$ cat src/common/ras_pkg.sv
// constants and carrier types for the rtc alarm and square-wave control block
package ras_pkg;

  // register addresses
  localparam logic [4:0] ALM_BASE_ADDR = 5'h07;
  localparam logic [4:0] ALM_LAST_ADDR = 5'h0D;
  localparam logic [4:0] CTRL_ADDR     = 5'h0E;
  localparam logic [4:0] STAT_ADDR     = 5'h0F;

  // byte indices inside the alarm register bank
  localparam int A1_SEC_IDX  = 0;
  localparam int A1_MIN_IDX  = 1;
  localparam int A1_HOUR_IDX = 2;
  localparam int A1_DD_IDX   = 3;
  localparam int A2_MIN_IDX  = 4;
  localparam int A2_HOUR_IDX = 5;
  localparam int A2_DD_IDX   = 6;
  localparam int ALM_BYTES   = 7;

  // field positions inside alarm bytes
  localparam int MASK_BIT = 7;
  localparam int DYDT_BIT = 6;

  // reset values
  localparam logic [7:0] CTRL_RESET  = 8'h98;
  localparam logic [1:0] FLAG_RESET  = 2'h0;
  localparam logic [7:0] ALARM_RESET = 8'h00;
  localparam logic [6:0] A2_SEC_ZERO = 7'h00;

  // input-select codes
  localparam logic [1:0] SEL_32768 = 2'h0;
  localparam logic [1:0] SEL_8192  = 2'h1;
  localparam logic [1:0] SEL_60    = 2'h2;
  localparam logic [1:0] SEL_50    = 2'h3;

  // rate-select codes
  localparam logic [1:0] RATE_1HZ  = 2'h0;
  localparam logic [1:0] RATE_1K   = 2'h1;
  localparam logic [1:0] RATE_4K   = 2'h2;
  localparam logic [1:0] RATE_8K   = 2'h3;

  // input and output frequencies in Hz
  localparam int IN_HZ_32768  = 32768;
  localparam int IN_HZ_8192   = 8192;
  localparam int IN_HZ_60     = 60;
  localparam int IN_HZ_50     = 50;
  localparam int WAVE_HZ_1024 = 1024;
  localparam int WAVE_HZ_4096 = 4096;
  localparam int WAVE_HZ_8192 = 8192;

  // divider terminal counts and fast-wave counter taps
  localparam logic [14:0] TERM_32768 = 15'(IN_HZ_32768 - 1);
  localparam logic [14:0] TERM_8192  = 15'(IN_HZ_8192 - 1);
  localparam logic [14:0] TERM_60    = 15'(IN_HZ_60 - 1);
  localparam logic [14:0] TERM_50    = 15'(IN_HZ_50 - 1);
  localparam int TAP_1K = $clog2(IN_HZ_32768 / WAVE_HZ_1024) - 1;
  localparam int TAP_4K = $clog2(IN_HZ_32768 / WAVE_HZ_4096) - 1;
  localparam int TAP_8K = $clog2(IN_HZ_32768 / WAVE_HZ_8192) - 1;

  typedef struct packed {
    logic count_enable;
    logic input_rate_sel_hi;
    logic input_rate_sel_lo;
    logic wave_rate_hi;
    logic wave_rate_lo;
    logic irq_mode_select;
    logic alarm_two_irq_en;
    logic alarm_one_irq_en;
  } ras_ctrl_t;

  typedef struct packed {
    logic [6:0] sec;
    logic [6:0] min;
    logic [6:0] hour;
    logic [2:0] day;
    logic [5:0] date;
  } ras_time_t;

  typedef struct packed {
    logic [3:0] mask;
    logic       weekday_not_date;
    logic [6:0] sec;
    logic [6:0] min;
    logic [6:0] hour;
    logic [5:0] daydate;
  } ras_alarm_t;

  typedef struct packed {
    logic       wr;
    logic [4:0] addr;
    logic [7:0] wdata;
  } ras_reg_req_t;

endpackage : ras_pkg

$ cat src/hw/ras_alarm_match.sv
// mask-decoded compare of one alarm setting against the current time
module ras_alarm_match (
  input  ras_pkg::ras_alarm_t alarm,
  input  ras_pkg::ras_time_t  now,
  output logic                match
);

  logic eq_sec;
  logic eq_min;
  logic eq_hour;
  logic eq_dd;

  assign eq_sec  = (now.sec == alarm.sec);
  assign eq_min  = (now.min == alarm.min);
  assign eq_hour = (now.hour == alarm.hour);

  assign eq_dd = alarm.weekday_not_date ?
                 ({3'h0, now.day} == alarm.daydate) :
                 (now.date == alarm.daydate);

  assign match = (alarm.mask[0] | eq_sec) &
                 (alarm.mask[1] | eq_min) &
                 (alarm.mask[2] | eq_hour) &
                 (alarm.mask[3] | eq_dd);

endmodule : ras_alarm_match

$ cat src/hw/ras_control.sv
// control, alarm flags, divider and shared output of the rtc
module ras_control (
  input  logic                  sys_clk,
  input  logic                  nrst,
  input  logic                  ext_clk_pin,
  input  ras_pkg::ras_reg_req_t reg_req,
  output logic [7:0]            reg_rdata,
  input  ras_pkg::ras_time_t    time_now,
  input  logic                  time_update,
  input  logic                  chain_clear,
  output logic                  sec_tick,
  output logic                  wave_or_irq_out
);

  typedef struct packed {
    ras_pkg::ras_ctrl_t ctrl;
    logic [1:0]         flags;
    logic [6:0][7:0]    alm;
    logic [1:0]         clk_sync;
    logic               clk_prev;
    logic [14:0]        cnt;
    logic               tick;
    logic               wave_pin;
    logic [7:0]         rdata;
  } ras_state_t;

  ras_state_t               st_reg;
  ras_state_t               st_next;
  ras_pkg::ras_alarm_t [1:0] alarm_set;
  logic [1:0]               match;
  logic                     rise;
  logic [14:0]              term;
  logic [14:0]              half;
  logic                     square;
  logic                     irq_active;
  logic [1:0]               input_sel;
  logic [1:0]               rate_sel;
  logic                     alm_hit;
  logic [2:0]               alm_idx;
  logic                     wr_stat;

  assign input_sel = {st_reg.ctrl.input_rate_sel_hi,
                      st_reg.ctrl.input_rate_sel_lo};
  assign rate_sel  = {st_reg.ctrl.wave_rate_hi, st_reg.ctrl.wave_rate_lo};
  assign rise      = st_reg.clk_sync[1] & ~st_reg.clk_prev;
  assign alm_hit   = (reg_req.addr >= ras_pkg::ALM_BASE_ADDR) &&
                     (reg_req.addr <= ras_pkg::ALM_LAST_ADDR);
  assign alm_idx   = 3'(reg_req.addr - ras_pkg::ALM_BASE_ADDR);
  assign wr_stat   = reg_req.wr && (reg_req.addr == ras_pkg::STAT_ADDR);

  // alarm settings unpacked from the register bank
  always_comb begin
    alarm_set[0].mask = {st_reg.alm[ras_pkg::A1_DD_IDX][ras_pkg::MASK_BIT],
                         st_reg.alm[ras_pkg::A1_HOUR_IDX][ras_pkg::MASK_BIT],
                         st_reg.alm[ras_pkg::A1_MIN_IDX][ras_pkg::MASK_BIT],
                         st_reg.alm[ras_pkg::A1_SEC_IDX][ras_pkg::MASK_BIT]};
    alarm_set[0].weekday_not_date =
      st_reg.alm[ras_pkg::A1_DD_IDX][ras_pkg::DYDT_BIT];
    alarm_set[0].sec     = st_reg.alm[ras_pkg::A1_SEC_IDX][6:0];
    alarm_set[0].min     = st_reg.alm[ras_pkg::A1_MIN_IDX][6:0];
    alarm_set[0].hour    = st_reg.alm[ras_pkg::A1_HOUR_IDX][6:0];
    alarm_set[0].daydate = st_reg.alm[ras_pkg::A1_DD_IDX][5:0];
    // second alarm always needs seconds at zero
    alarm_set[1].mask = {st_reg.alm[ras_pkg::A2_DD_IDX][ras_pkg::MASK_BIT],
                         st_reg.alm[ras_pkg::A2_HOUR_IDX][ras_pkg::MASK_BIT],
                         st_reg.alm[ras_pkg::A2_MIN_IDX][ras_pkg::MASK_BIT],
                         1'b0};
    alarm_set[1].weekday_not_date =
      st_reg.alm[ras_pkg::A2_DD_IDX][ras_pkg::DYDT_BIT];
    alarm_set[1].sec     = ras_pkg::A2_SEC_ZERO;
    alarm_set[1].min     = st_reg.alm[ras_pkg::A2_MIN_IDX][6:0];
    alarm_set[1].hour    = st_reg.alm[ras_pkg::A2_HOUR_IDX][6:0];
    alarm_set[1].daydate = st_reg.alm[ras_pkg::A2_DD_IDX][5:0];
  end

  generate
    for (genvar i = 0; i < 2; i++) begin : g_alarm
      ras_alarm_match u_match (
        .alarm (alarm_set[i]),
        .now   (time_now),
        .match (match[i])
      );
    end
  endgenerate

  always_comb begin
    unique case (input_sel)
      ras_pkg::SEL_32768: term = ras_pkg::TERM_32768;
      ras_pkg::SEL_8192:  term = ras_pkg::TERM_8192;
      ras_pkg::SEL_60:    term = ras_pkg::TERM_60;
      ras_pkg::SEL_50:    term = ras_pkg::TERM_50;
    endcase
  end

  assign half = term >> 1;

  // wave source, rate bits only at 32768 input
  always_comb begin
    square = (st_reg.cnt <= half);
    if (input_sel == ras_pkg::SEL_32768) begin
      unique case (rate_sel)
        ras_pkg::RATE_1HZ: square = (st_reg.cnt <= half);
        ras_pkg::RATE_1K:  square = st_reg.cnt[ras_pkg::TAP_1K];
        ras_pkg::RATE_4K:  square = st_reg.cnt[ras_pkg::TAP_4K];
        ras_pkg::RATE_8K:  square = st_reg.cnt[ras_pkg::TAP_8K];
      endcase
    end
  end

  // flag gated by its enable and irq mode
  assign irq_active = st_reg.ctrl.irq_mode_select &
                      ((st_reg.flags[0] & st_reg.ctrl.alarm_one_irq_en) |
                       (st_reg.flags[1] & st_reg.ctrl.alarm_two_irq_en));

  always_comb begin
    st_next = st_reg;
    st_next.clk_sync = {st_reg.clk_sync[0], ext_clk_pin};
    st_next.clk_prev = st_reg.clk_sync[1];
    st_next.tick     = 1'b0;

    // divider held at zero while disabled
    if (!st_reg.ctrl.count_enable || chain_clear) begin
      st_next.cnt = 15'h0000;
    end else if (rise) begin
      if (st_reg.cnt >= term) begin
        // a ratio change mid-count wraps without a short second tick
        st_next.cnt  = 15'h0000;
        st_next.tick = (st_reg.cnt == term);
      end else begin
        st_next.cnt = st_reg.cnt + 15'h0001;
      end
    end

    if (reg_req.wr && reg_req.addr == ras_pkg::CTRL_ADDR) begin
      st_next.ctrl = ras_pkg::ras_ctrl_t'(reg_req.wdata);
    end
    if (reg_req.wr && alm_hit) begin
      st_next.alm[alm_idx] = reg_req.wdata;
    end

    // set on update beats a written zero
    for (int i = 0; i < 2; i++) begin
      if (wr_stat && !reg_req.wdata[i]) begin
        st_next.flags[i] = 1'b0;
      end
      if (time_update && match[i]) begin
        st_next.flags[i] = 1'b1;
      end
    end

    // irq mode replaces the wave, interrupt drives low
    st_next.wave_pin = st_reg.ctrl.irq_mode_select ? ~irq_active : square;

    if (reg_req.addr == ras_pkg::CTRL_ADDR) begin
      st_next.rdata = st_reg.ctrl;
    end else if (reg_req.addr == ras_pkg::STAT_ADDR) begin
      st_next.rdata = {6'h00, st_reg.flags};
    end else if (alm_hit) begin
      st_next.rdata = st_reg.alm[alm_idx];
    end else begin
      st_next.rdata = 8'h00;
    end
  end

  always_ff @(posedge sys_clk or negedge nrst) begin
    if (!nrst) begin
      st_reg.ctrl     <= ras_pkg::ras_ctrl_t'(ras_pkg::CTRL_RESET);
      st_reg.flags    <= ras_pkg::FLAG_RESET;
      st_reg.alm      <= {ras_pkg::ALM_BYTES{ras_pkg::ALARM_RESET}};
      st_reg.clk_sync <= 2'h0;
      st_reg.clk_prev <= 1'b0;
      st_reg.cnt      <= 15'h0000;
      st_reg.tick     <= 1'b0;
      st_reg.wave_pin <= 1'b1;
      st_reg.rdata    <= 8'h00;
    end else begin
      st_reg <= st_next;
    end
  end

  assign reg_rdata       = st_reg.rdata;
  assign sec_tick        = st_reg.tick;
  assign wave_or_irq_out = st_reg.wave_pin;
endmodule : ras_control

$ cat config.mk
export PLATFORM = sky130hd
export DESIGN_NAME = ras_control
export DESIGN_NICKNAME = d
export VERILOG_FILES = /design/src/common/ras_pkg.sv /design/src/hw/ras_alarm_match.sv /design/src/hw/ras_control.sv
export SDC_FILE = /design/constraint.sdc
export NUM_CORES = 1
export LEC_CHECK = 0
export BUFFER_PORTS_ARGS = -buffer_cell sky130_fd_sc_hd__buf_2
export CORE_ASPECT_RATIO = 1.1
export CORE_MARGIN = 2
export CORE_UTILIZATION = 64
export CTS_CLUSTER_DIAMETER = 100
export DETAILED_ROUTE_END_ITERATION = 8
export MAX_ROUTING_LAYER = met4
export PLACE_DENSITY = 0.85
export SETUP_SLACK_MARGIN = 0.5
export SLEW_MARGIN = 40
export SYNTH_ARGS = -nofsm -noshare
export SYNTH_HDL_FRONTEND = slang
export SYNTH_HIERARCHICAL = 1
export SYNTH_SLANG_ARGS = --single-unit
export TNS_END_PERCENT = 5
$ cat constraint.sdc
create_clock -name sys_clk -period 7.2 [get_ports sys_clk]
set_clock_uncertainty 0.05 [all_clocks]
set_input_delay 0.36 -clock sys_clk [delete_from_list [all_inputs] [get_ports sys_clk]]
set_output_delay 0.36 -clock sys_clk [all_outputs]
set_load 0.02 [all_outputs]
==> insert_results.sql, run 1 <==
INSERT INTO impl_metrics (metric_group, metric, value, unit) VALUES
('critical_path', 'crit-reg2reg-capture', 'st_reg[13]', ''),
('clock_tree', 'clk_transition_reported_paths', '90', 'ps'),
('min_path', 'worst_hold_path.num_cells', '1', ''),
('critical_path', 'cp_capture_type', 'register', ''),
('finish', 'fin_nets', '671', ''),
('logic_synthesis', 'synth.lib_cells_used.distinct', '64', ''),
('floorplan', 'initial_utilization', '65.2', '%'),
('critical_path', 'timing.critical_path.from_type', 'register', ''),
('global_route', 'wire_length_of_the_first_global_routing_pass', '22600', 'microns'),
('sta', 'finalMaxSlewViolations', '0', ''),
('global_route', 'track_usage', '31.9', '%'),
('global_route', 'number_of_antenna_violations_at_the_first_check_in_global_routing', '0', ''),
('sta', 'rsz0062_at_grt', 'false', ''),
('clock_tree', 'cts-htree-levels', '3', ''),
('finish', 'instances_no_fill', '722', ''),
('floorplan', 'die_height', '103', 'microns'),
('logic_synthesis', 'synth_edf_count', '0', ''),
('min_path', 'hold_class', 'input port to register', ''),
('power_and_ir_drop', 'leakage', '2.83', 'nW'),
('route', 'drt-pass1-iter-count', '5', ''),
('min_path', 'min_to', 'st_next[27]', ''),
('finish', 'antennaDiodeCount', '0', ''),
('logic_synthesis', 'synth_sequential_area_ratio', '41.4', '%'),
('critical_path', 'critPathRequiredTime', '7460', 'ps'),
('sta', 'timing.final.hold_violations', '0', ''),
('placed_design', 'port-buffer-count', '58', ''),
('power_and_ir_drop', 'intPower', '1.00', 'mW'),
('status', 'outcome', 'completed', ''),
('critical_path', 'crit_path_slowest_cell', 'dfrtp_1', ''),
('finish', 'final_util', '71.5', '%'),
('logic_synthesis', 'yosysWarningCount', '6', ''),
('logic_synthesis', 'postSynth.topFlopCell', 'dfrtp_1', ''),
('sta', 'layout_worst_path_cycle_share', '38.9', '%'),
('critical_path', 'critical_path.top_delay_family', 'compound AO/OA/AOI/OAI gates', ''),
('floorplan', 'rows', '36', ''),
('clock_tree', 'clkSinkCount', '94', ''),
('finish', 'fillCellCount', '635', ''),
('clock_tree', 'ctsRootBufferMaster', 'clkbuf_8', ''),
('critical_path', 'critPathBufInv', '0', ''),
('power_and_ir_drop', 'power.switching_fraction', '34.7', '%'),
('power_and_ir_drop', 'sequentialPowerShare', '50.1', '%'),
('route', 'drtAntennaViolNets', '0', ''),
('floorplan', 'placeableCoreArea', '8740', 'sq um'),
('critical_path', 'cp_class', 'register to register', ''),
('power_and_ir_drop', 'power.share.clock', '24.0', '%'),
('placed_design', 'dp.cells', '705', ''),
('sta', 'maximum_clock_rate', '357', 'MHz'),
('route', 'wirelength_routed', '14400', 'microns'),
('critical_path', 'crit_path_max_fanout', '16', ''),
('placed_design', 'finalWeightedCongestion', '0.983', ''),
('critical_path', 'minimum_setup_slack_among_reg_to_reg_paths', '4400', 'ps'),
('finish', 'final_layout_size_suffix_gt1_share', '26.2', '%'),
('finish', 'layout-area-overhead-vs-synth', '9.73', '%'),
('route', 'number_of_vias_per_cell', '6.40', ''),
('power_and_ir_drop', 'p_per_area', '245', 'nW/um^2'),
('clock_tree', 'worstSkewPairLatency', '380', 'ps'),
('route', 'drt_drc_violations_left', '0', ''),
('critical_path', 'critical_path.cell_chain', 'and2_1 > ha_1 > a21o_1 > a21oi_1 > o211ai_1 > a21oi_2 > and3_1 > a221o_1', ''),
('route', 'detailed_router_s_first_iteration_violation_count', '427', ''),
('critical_path', 'worst_ep_arrival_time', '3060', 'ps'),
('floorplan', 'io-pin-count', '59', ''),
('power_and_ir_drop', 'power.share.combinational', '25.9', '%'),
('power_and_ir_drop', 'p_switching', '0.532', 'mW'),
('critical_path', 'slowest_delay', '650', 'ps'),
('finish', 'postLayoutCellArea', '6250', 'sq um'),
('finish', 'number_of_flip_flops_in_the_largest_register', '56', ''),
('sta', 'worstMarginPinSlew', '728', 'ps'),
('logic_synthesis', 'syn_area_per_cell', '10.4', 'sq um'),
('sta', 'setup-violations-final', '0', ''),
('logic_synthesis', 'yosys_register_bits', '94', ''),
('sta', 'slew_headroom', '51.4', '%');
cell type report:
type	count	area, sq um	share of cell area (%)
Clock buffer	9	124	1.98
Clock inverter	7	78.8	1.26
Inverter	9	33.8	0.541
Multi-Input combinational cell	426	3180	50.9
Sequential cell	94	2360	37.7
Tap cell	114	143	2.28
Timing Repair Buffer	63	333	5.33
synth_stat cells, drive strengths merged, types with 7 or more instances:
cell / count / area [sq um]
ha: 19 / 238
o311ai: 8 / 70.1
a31oi: 11 / 68.8
o31ai: 7 / 52.6
nor3: 17 / 85.1
a21oi: 18 / 90.1
xor2: 25 / 226
nor4: 7 / 56.3
nor2: 29 / 124
dfrtp: 90 / 2250
a211oi: 8 / 60.1
a21o: 10 / 75.1
inv: 8 / 30.0
nand4: 12 / 75.1
buf: 18 / 131
o21ai: 16 / 80.1
nand3: 22 / 115
clkbuf: 9 / 33.8
xnor2: 30 / 270
mux2i: 7 / 70.1
nand2: 58 / 223
mux2: 65 / 732
cells in the final DEF, fill, tap and decap left out, drive strengths merged, types with 11 or more instances in the layout:
| master | count |
|---|---|
| a31oi | 11 |
| inv | 11 |
| o21ai | 16 |
| nor3 | 17 |
| mux2 | 65 |
| nor2 | 29 |
| a21oi | 18 |
| xnor2 | 30 |
| xor2 | 25 |
| buf | 62 |
| nand4 | 12 |
| dfrtp | 90 |
| nand2 | 58 |
| nand3 | 22 |
| ha | 19 |
power groups by stage:
stage | combinational (mW) | clock [mW] | sequential (mW)
floorplan | 0.306 | 0 | 0.725
global placement | 0.374 | 0 | 0.770
detailed placement | 0.390 | 0 | 0.776
CTS | 0.394 | 0.367 | 0.766
global route | 0.438 | 0.391 | 0.780
finish | 0.397 | 0.368 | 0.769
how the worst max path moves through the flow:
| stage | from | end | slack, ps | cells past startpoint |
|---|---|---|---|---|
| floorplan | reg_req[8] | alarm_set[13] | 4720 | 7 |
| global placement | reg_req[8] | reg_rdata[4] | 4210 | 7 |
| detailed placement | reg_req[8] | alarm_set[51] | 4360 | 7 |
| CTS | input_sel[1] | st_reg[13] | 4430 | 8 |
| global route | input_sel[1] | st_reg[14] | 4250 | 8 |
| finish | input_sel[1] | st_reg[13] | 4400 | 8 |
what timing repair did:
item                                    4_1_cts  5_1_grt
endpoints found under the hold margin        35        0
endpoints found under the setup margin        0        0
setup buffers                                 0        0
hold buffers                                  1        0
cells by family (layout without fill, tap and decap cells):
kind of cell,after synthesis,count (layout),share of synthesized area [%]
simple gates,166,166,14.9
buf+inv,36,88,3.49
flops,94,94,41.4
xor+xnor,55,55,8.72
compound gates,104,104,12.7
fa+ha+maj,20,20,4.35
other cells,1,8,0.0658
mux,73,73,14.5
per-layer routing:
metal | GRT usage (%) | part of all wire, %
met1 | 41.7 | 41
met2 | 50.3 | 49
met3 | 6.94 | 7.2
met4 | 9.59 | 2.4
met5 | - | 0
per-stage QoR:
step | power [mW] | hold slack [ps] | worst slack, ps
2_1_floorplan | 1.03 | 14.4 | 4720
3_3_place_gp | 1.14 | 285 | 4210
6_report | 1.53 | 40.1 | 4400
3_5_place_dp | 1.17 | 287 | 4360
5_1_grt | 1.61 | 22.1 | 4250
4_1_cts | 1.53 | 33.8 | 4430
Power figures use the tool's default switching activity.
==> inputs of run 2 (changes only) <==
Settings changed: CORE_UTILIZATION 64 to 54, PLACE_DENSITY 0.85 to 0.76.
Clock period 7.2 ns to 2.3 ns, I/O delays scaled along.
==> run 2 against run 1 <==
Wire length up 5.2%. Critical endpoint is now st_reg[20]. Highest routed layer unchanged. Count of clock-buffer cells in the layout up 2. Setup slack worse by 4400 ps. Register-to-register slack worse by 4400 ps. Via count up 2.3%. Largest cell class unchanged. Final area up 9.3%. Final cell count up 7.6%.
==> insert_results.sql, run 2 (synthesis results as in run 1) <==
INSERT INTO impl_metrics (metric_group, metric, value, unit) VALUES
('status', 'outcome', 'completed', ''),
('floorplan', 'chipWidth', '102', 'microns'),
('clock_tree', 'clk_transition_reported_paths', '70', 'ps'),
('global_route', 'wire_length_of_the_first_global_routing_pass', '24500', 'microns'),
('finish', 'fin_nets', '697', ''),
('clock_tree', 'worstSkewPairLatency', '360', 'ps'),
('route', 'via_count', '4731', ''),
('clock_tree', 'tritoncts', 'done', ''),
('route', 'wirelength_routed', '15200', 'microns'),
('floorplan', 'rows', '39', ''),
('floorplan', 'design.die.area', '11400', 'sq um'),
('finish', 'final_layout_size_suffix_gt1_share', '33.1', '%'),
('critical_path', 'cp_class', 'register to register', ''),
('critical_path', 'critPathRequiredTime', '2500', 'ps'),
('finish', 'fillCellCount', '832', ''),
('finish', 'layout-area-overhead-vs-synth', '19.9', '%'),
('sta', 'timing.final.hold_violations', '0', ''),
('finish', 'antennaDiodeCount', '0', ''),
('floorplan', 'io-pin-count', '59', ''),
('placed_design', 'dp_slack', '-62.5', 'ps'),
('floorplan', 'die_height', '112', 'microns'),
('finish', 'layout_commonest_cell', 'dfrtp_1', ''),
('power_and_ir_drop', 'total_power_after_layout', '5.26', 'mW'),
('finish', 'layout_common_cells', 'dfrtp_1, mux2_2, buf_2', ''),
('sta', 'layout_worst_path_cycle_share', '97.8', '%'),
('power_and_ir_drop', 'leakage', '3.04', 'nW'),
('critical_path', 'timing.critical_path.from_type', 'register', ''),
('sta', 'rsz0062_at_grt', 'true', ''),
('floorplan', 'placeableCoreArea', '10300', 'sq um'),
('power_and_ir_drop', 'worst_ir_drop_vdd', '0.000664', 'V'),
('sta', 'setup-violations-final', '0', ''),
('sta', 'whs', '94.5', 'ps'),
('route', 'drt-pass1-iter-count', '6', ''),
('finish', 'number_of_flip_flops_in_the_largest_register', '56', ''),
('clock_tree', 'ctsRootBufferMaster', 'clkbuf_16', ''),
('finish', 'postLayoutCellArea', '6830', 'sq um'),
('sta', 'postLayoutSetupSlackWorst', '51.1', 'ps'),
('clock_tree', 'clkSinkCount', '94', ''),
('clock_tree', 'tritoncts_buffer_count', '9', ''),
('global_route', 'track_usage', '28.8', '%'),
('placed_design', 'dpl-instance-area', '6270', 'sq um'),
('placed_design', 'finalWeightedCongestion', '0.947', ''),
('min_path', 'hold_class', 'input port to register', ''),
('clock_tree', 'cts-root-to-sink-buffers', '2', ''),
('global_route', 'globalRouteOverflowTotal', '0', ''),
('route', 'drt_drc_violations_left', '0', ''),
('power_and_ir_drop', 'p_per_area', '770', 'nW/um^2'),
('route', 'drtAntennaViolNets', '0', ''),
('critical_path', 'crit_path_max_fanout', '8', ''),
('flow_run', 'cap_viol_max_count', '0', ''),
('critical_path', 'worst_ep_arrival_time', '2450', 'ps'),
('placed_design', 'detailed_place_hpwl', '11000', 'microns'),
('global_route', 'grt_max_degree', '59', ''),
('clock_tree', 'cts-htree-levels', '3', ''),
('route', 'route.detailed.wl_per_inst', '19.5', 'microns'),
('critical_path', 'cp_capture_type', 'register', ''),
('global_route', 'number_of_antenna_violations_at_the_first_check_in_global_routing', '0', ''),
('sta', 'finalMaxSlewViolations', '0', ''),
('sta', 'setup_tns', '0', 'ps'),
('global_route', 'vias_in_the_first_global_route', '4740', ''),
('floorplan', 'initial_utilization', '55.1', '%'),
('sta', 'finalCriticalPeriod', '2250', 'ps'),
('route', 'detailed_router_s_first_iteration_violation_count', '258', ''),
('route', 'number_of_vias_per_cell', '6.09', ''),
('placed_design', 'port-buffer-count', '58', ''),
('sta', 'maximum_clock_rate', '445', 'MHz');
-- run 2: final timing paths --
| path | start | to | slack [ps] | cells past startpoint |
|---|---|---|---|---|
| setup / recovery | input_sel[1] | st_reg[20] | 50 | 8 |
| hold / removal | reg_req[13] | st_reg[85] | 90 | 4 |
| setup reg to reg | input_sel[1] | st_reg[20] | 50 | 8 |
| hold reg to reg | st_next[27] | st_next[25] | 310 | 0 |
| max in group asynchronous | nrst | alarm_set[14] | 1330 | 4 |
| min in group asynchronous | nrst | st_reg[24] | 120 | 2 |
-- run 2: repair_timing --
item,4_1_cts,5_1_grt
hold endpoints to repair,56,0
setup endpoints to repair,32,65
resized for setup,23,6
hold buffers,3,0
buffers inserted,7,1
pin swaps,9,9
-- run 2: area by class of cell --
cell class / count / area (sq um) / area share, %
tap: 143 / 179 / 2.62
multi-input combinational: 426 / 3360 / 49.1
clock inverter: 5 / 58.8 / 0.861
sequential: 94 / 2360 / 34.5
clock buffer: 11 / 233 / 3.41
timing repair buffer: 89 / 611 / 8.94
inverter: 9 / 33.8 / 0.495
-- run 2: where the power goes --
| group | leakage, nW | switching, mW | internal (mW) | total, mW |
|---|---|---|---|---|
| clock | 0.136 | 0.662 | 0.846 | 1.51 |
| sequential | 1.21 | 0.377 | 2.00 | 2.37 |
| combinational | 1.69 | 0.660 | 0.715 | 1.38 |
-- run 2: metal layers --
layer  vias to the layer above  track usage (%)  share of wire (%)
met2                       174             47.1                 51
met5                         -                -                  0
met4                         0             12.0                3.7
met1                      2343             35.5                 40
met3                        44             4.46                5.3
li1                       2170                -                  -
-- run 2: through the flow --
stage          instances  util [%]
6_report             777      66.0
2_1_floorplan        556         -
4_1_cts              775      65.6
3_3_place_gp         749      60.6
5_1_grt              777      66.0
3_5_place_dp         749      60.6
-- run 2: critical path: stages (launching register included) --
cell and delay (ps):
dfrtp_2 470, buf_4 170, ha_1 280, nand4_1 240, a21oi_2 310, a21oi_2 130, buf_6 160, a21o_1 150
a21o_1 170
==> inputs of run 3 (changes only) <==
Settings changed: BUFFER_PORTS_ARGS -buffer_cell sky130_fd_sc_hd__buf_2 to -buffer_cell sky130_fd_sc_hd__buf_4, RECOVER_POWER set to 25, REMOVE_ABC_BUFFERS set to 1.
==> run 3 against run 2 <==
The run now ends with negative setup slack left. Final area is 4.5% higher. First-iteration DRC count is 34% higher. Register-to-register slack worse by 170 ps. Global-route usage is 1.4 points higher. Count of clock-buffer cells in the layout is 2 lower. Worst hold slack got worse by 48 ps. Sequential power is essentially flat. Via count is 4.7% higher. Power up 0.84%. Maximum frequency down 7.0%. Flip-flop and latch count unchanged. Critical path depth grew 1. Critical path type unchanged. Critical endpoint is now st_reg[18].
==> insert_results.sql, run 3 (synthesis results as in run 1) <==
INSERT INTO impl_metrics (metric_group, metric, value, unit) VALUES
('floorplan', 'initial_utilization', '55.1', '%'),
('sta', 'layout_worst_path_cycle_share', '105', '%'),
('route', 'number_of_vias_per_cell', '6.28', ''),
('sta', 'setup_tns', '-433', 'ps'),
('placed_design', 'port-buffer-count', '58', ''),
('power_and_ir_drop', 'intPower', '3.53', 'mW'),
('power_and_ir_drop', 'power.share.combinational', '27.9', '%'),
('power_and_ir_drop', 'p_per_area', '743', 'nW/um^2'),
('sta', 'postLayoutSetupSlackWorst', '-118', 'ps'),
('status', 'violated_checks', 'negative setup slack', ''),
('global_route', 'track_usage', '30.2', '%'),
('finish', 'fin_nets', '709', ''),
('global_route', 'wire_length_of_the_first_global_routing_pass', '25600', 'microns'),
('global_route', 'number_of_antenna_violations_at_the_first_check_in_global_routing', '0', ''),
('power_and_ir_drop', 'total_power_after_layout', '5.30', 'mW'),
('finish', 'fillCellCount', '745', ''),
('power_and_ir_drop', 'sequentialPowerShare', '45.0', '%'),
('power_and_ir_drop', 'worst_ir_drop_vdd', '0.000414', 'V'),
('status', 'outcome', 'complete, but fails checks', ''),
('global_route', 'globalRouteOverflowTotal', '0', ''),
('floorplan', 'rows', '39', ''),
('placed_design', 'finalWeightedCongestion', '0.896', ''),
('clock_tree', 'clk_transition_reported_paths', '70', 'ps'),
('finish', 'number_of_flip_flops_in_the_largest_register', '56', ''),
('clock_tree', 'cts-root-to-sink-buffers', '2', ''),
('placed_design', 'dpl-instance-area', '6380', 'sq um'),
('critical_path', 'cp_class', 'register to register', ''),
('sta', 'finalMaxSlewViolations', '0', ''),
('finish', 'antennaDiodeCount', '0', ''),
('critical_path', 'critPathLaunch', 'input_sel[1]', ''),
('power_and_ir_drop', 'power.share.clock', '27.1', '%'),
('route', 'drtAntennaViolNets', '0', ''),
('critical_path', 'crit_path_max_fanout', '7', ''),
('floorplan', 'die_height', '112', 'microns'),
('critical_path', 'rr_worst_depth', '9', ''),
('route', 'route.detailed.wl_per_inst', '20.9', 'microns'),
('route', 'via_count', '4951', ''),
('clock_tree', 'tritoncts', 'done', ''),
('power_and_ir_drop', 'p_switching', '1.77', 'mW'),
('sta', 'worstMarginPinSlew', '1110', 'ps'),
('clock_tree', 'cts-htree-levels', '3', ''),
('finish', 'layout-area-overhead-vs-synth', '25.4', '%'),
('placed_design', 'detailed_place_hpwl', '10900', 'microns'),
('flow_run', 'cap_viol_max_count', '0', ''),
('finish', 'final_layout_size_suffix_gt1_share', '36.1', '%'),
('sta', 'maximum_clock_rate', '414', 'MHz'),
('min_path', 'worst_hold_path.num_cells', '2', ''),
('power_and_ir_drop', 'power.switching_fraction', '33.4', '%'),
('critical_path', 'worst_ep_arrival_time', '2600', 'ps'),
('clock_tree', 'worstSkewPairLatency', '350', 'ps'),
('route', 'drt-pass1-iter-count', '5', ''),
('global_route', 'grt_max_degree', '46', ''),
('route', 'detailed_router_s_first_iteration_violation_count', '346', ''),
('power_and_ir_drop', 'leakage', '3.14', 'nW'),
('floorplan', 'placeableCoreArea', '10300', 'sq um'),
('route', 'drt_drc_violations_left', '0', ''),
('clock_tree', 'ctsRootBufferMaster', 'clkbuf_16', ''),
('finish', 'postLayoutCellArea', '7140', 'sq um'),
('critical_path', 'critPathRequiredTime', '2490', 'ps'),
('sta', 'setup-violations-final', '7', ''),
('sta', 'whs', '46.9', 'ps'),
('min_path', 'timing.hold.worst.start', 'reg_req[6]', ''),
('finish', 'layout_common_cells', 'buf_4, dfrtp_1, mux2_2', ''),
('finish', 'final_util', '69.0', '%'),
('critical_path', 'cp_capture_type', 'register', ''),
('global_route', 'vias_in_the_first_global_route', '4883', ''),
('floorplan', 'io-pin-count', '59', ''),
('sta', 'finalCriticalPeriod', '2420', 'ps'),
('sta', 'timing.final.hold_violations', '0', ''),
('clock_tree', 'clkSinkCount', '94', ''),
('critical_path', 'timing.critical_path.from_type', 'register', ''),
('sta', 'rsz0062_at_grt', 'true', ''),
('clock_tree', 'tritoncts_buffer_count', '9', ''),
('floorplan', 'design.die.area', '11400', 'sq um'),
('route', 'wirelength_routed', '16500', 'microns'),
('finish', 'layout_commonest_cell', 'buf_4', ''),
('floorplan', 'chipWidth', '102', 'microns'),
('critical_path', 'worstReg2RegStart', 'input_sel[1]', ''),
('min_path', 'hold_class', 'input port to register', ''),
('sta', 'slew_headroom', '25.9', '%');
==> run 3: routing by layer <==
| metal | part of all wire (%) | vias to the layer above | global-route usage, % |
|---|---|---|---|
| met3 | 7.4 | 74 | 4.52 |
| met4 | 5.3 | 0 | 14.8 |
| met5 | 0 | - | - |
| met2 | 51 | 278 | 49.3 |
| li1 | - | 2202 | - |
| met1 | 37 | 2397 | 36.3 |
==> run 3: worst paths after layout <==
kind | to | slack (ps)
max | st_reg[18] | -120
min | alarm_set[19] | 50
max reg2reg | st_reg[18] | -120
min reg2reg | st_next[25] | 310
max in group asynchronous | alarm_set[38] | 760
min in group asynchronous | st_reg[19] | 450
==> run 3: stage by stage <==
step                std cells  setup slack [ps]
floorplan                 529              -277
global placement          754             -7.59
detailed placement        754             -71.1
CTS                       785               109
global route              789              -249
finish                    789              -118
==> run 3: critical path, stage by stage, from the launching register on <==
cell	delay, ps
dfrtp_2	460
buf_6	170
buf_4	150
ha_4	300
nand4_1	230
a21oi_4	250
buf_4	170
a21o_4	210
nor2_4	40
a221o_1	270
==> run 3: cell type report <==
type,instances,area (sq um),share of cell area [%]
clock buffer,9,225,3.15
clock inverter,7,60.1,0.841
inverter,9,33.8,0.473
multi-input combinational,427,3490,48.9
sequential,94,2360,33.1
tap,143,179,2.51
timing repair buffer,100,788,11.0
==> run 3: what timing repair did <==
action	in CTS	in global routing
gates cloned	1	0
buffers inserted	11	4
endpoints found under the setup margin	34	54
hold buffers	3	0
gates resized for setup	38	16
hold endpoints to repair	42	0
pin swaps	13	17
==> run 3: power groups by stage <==
stage	clock network [mW]	logic [mW]	registers, mW
2_1_floorplan	0	0.878	2.30
3_3_place_gp	0	1.26	2.38
3_5_place_dp	0	1.31	2.40
4_1_cts	1.46	1.40	2.37
5_1_grt	1.53	1.60	2.43
6_report	1.44	1.48	2.38
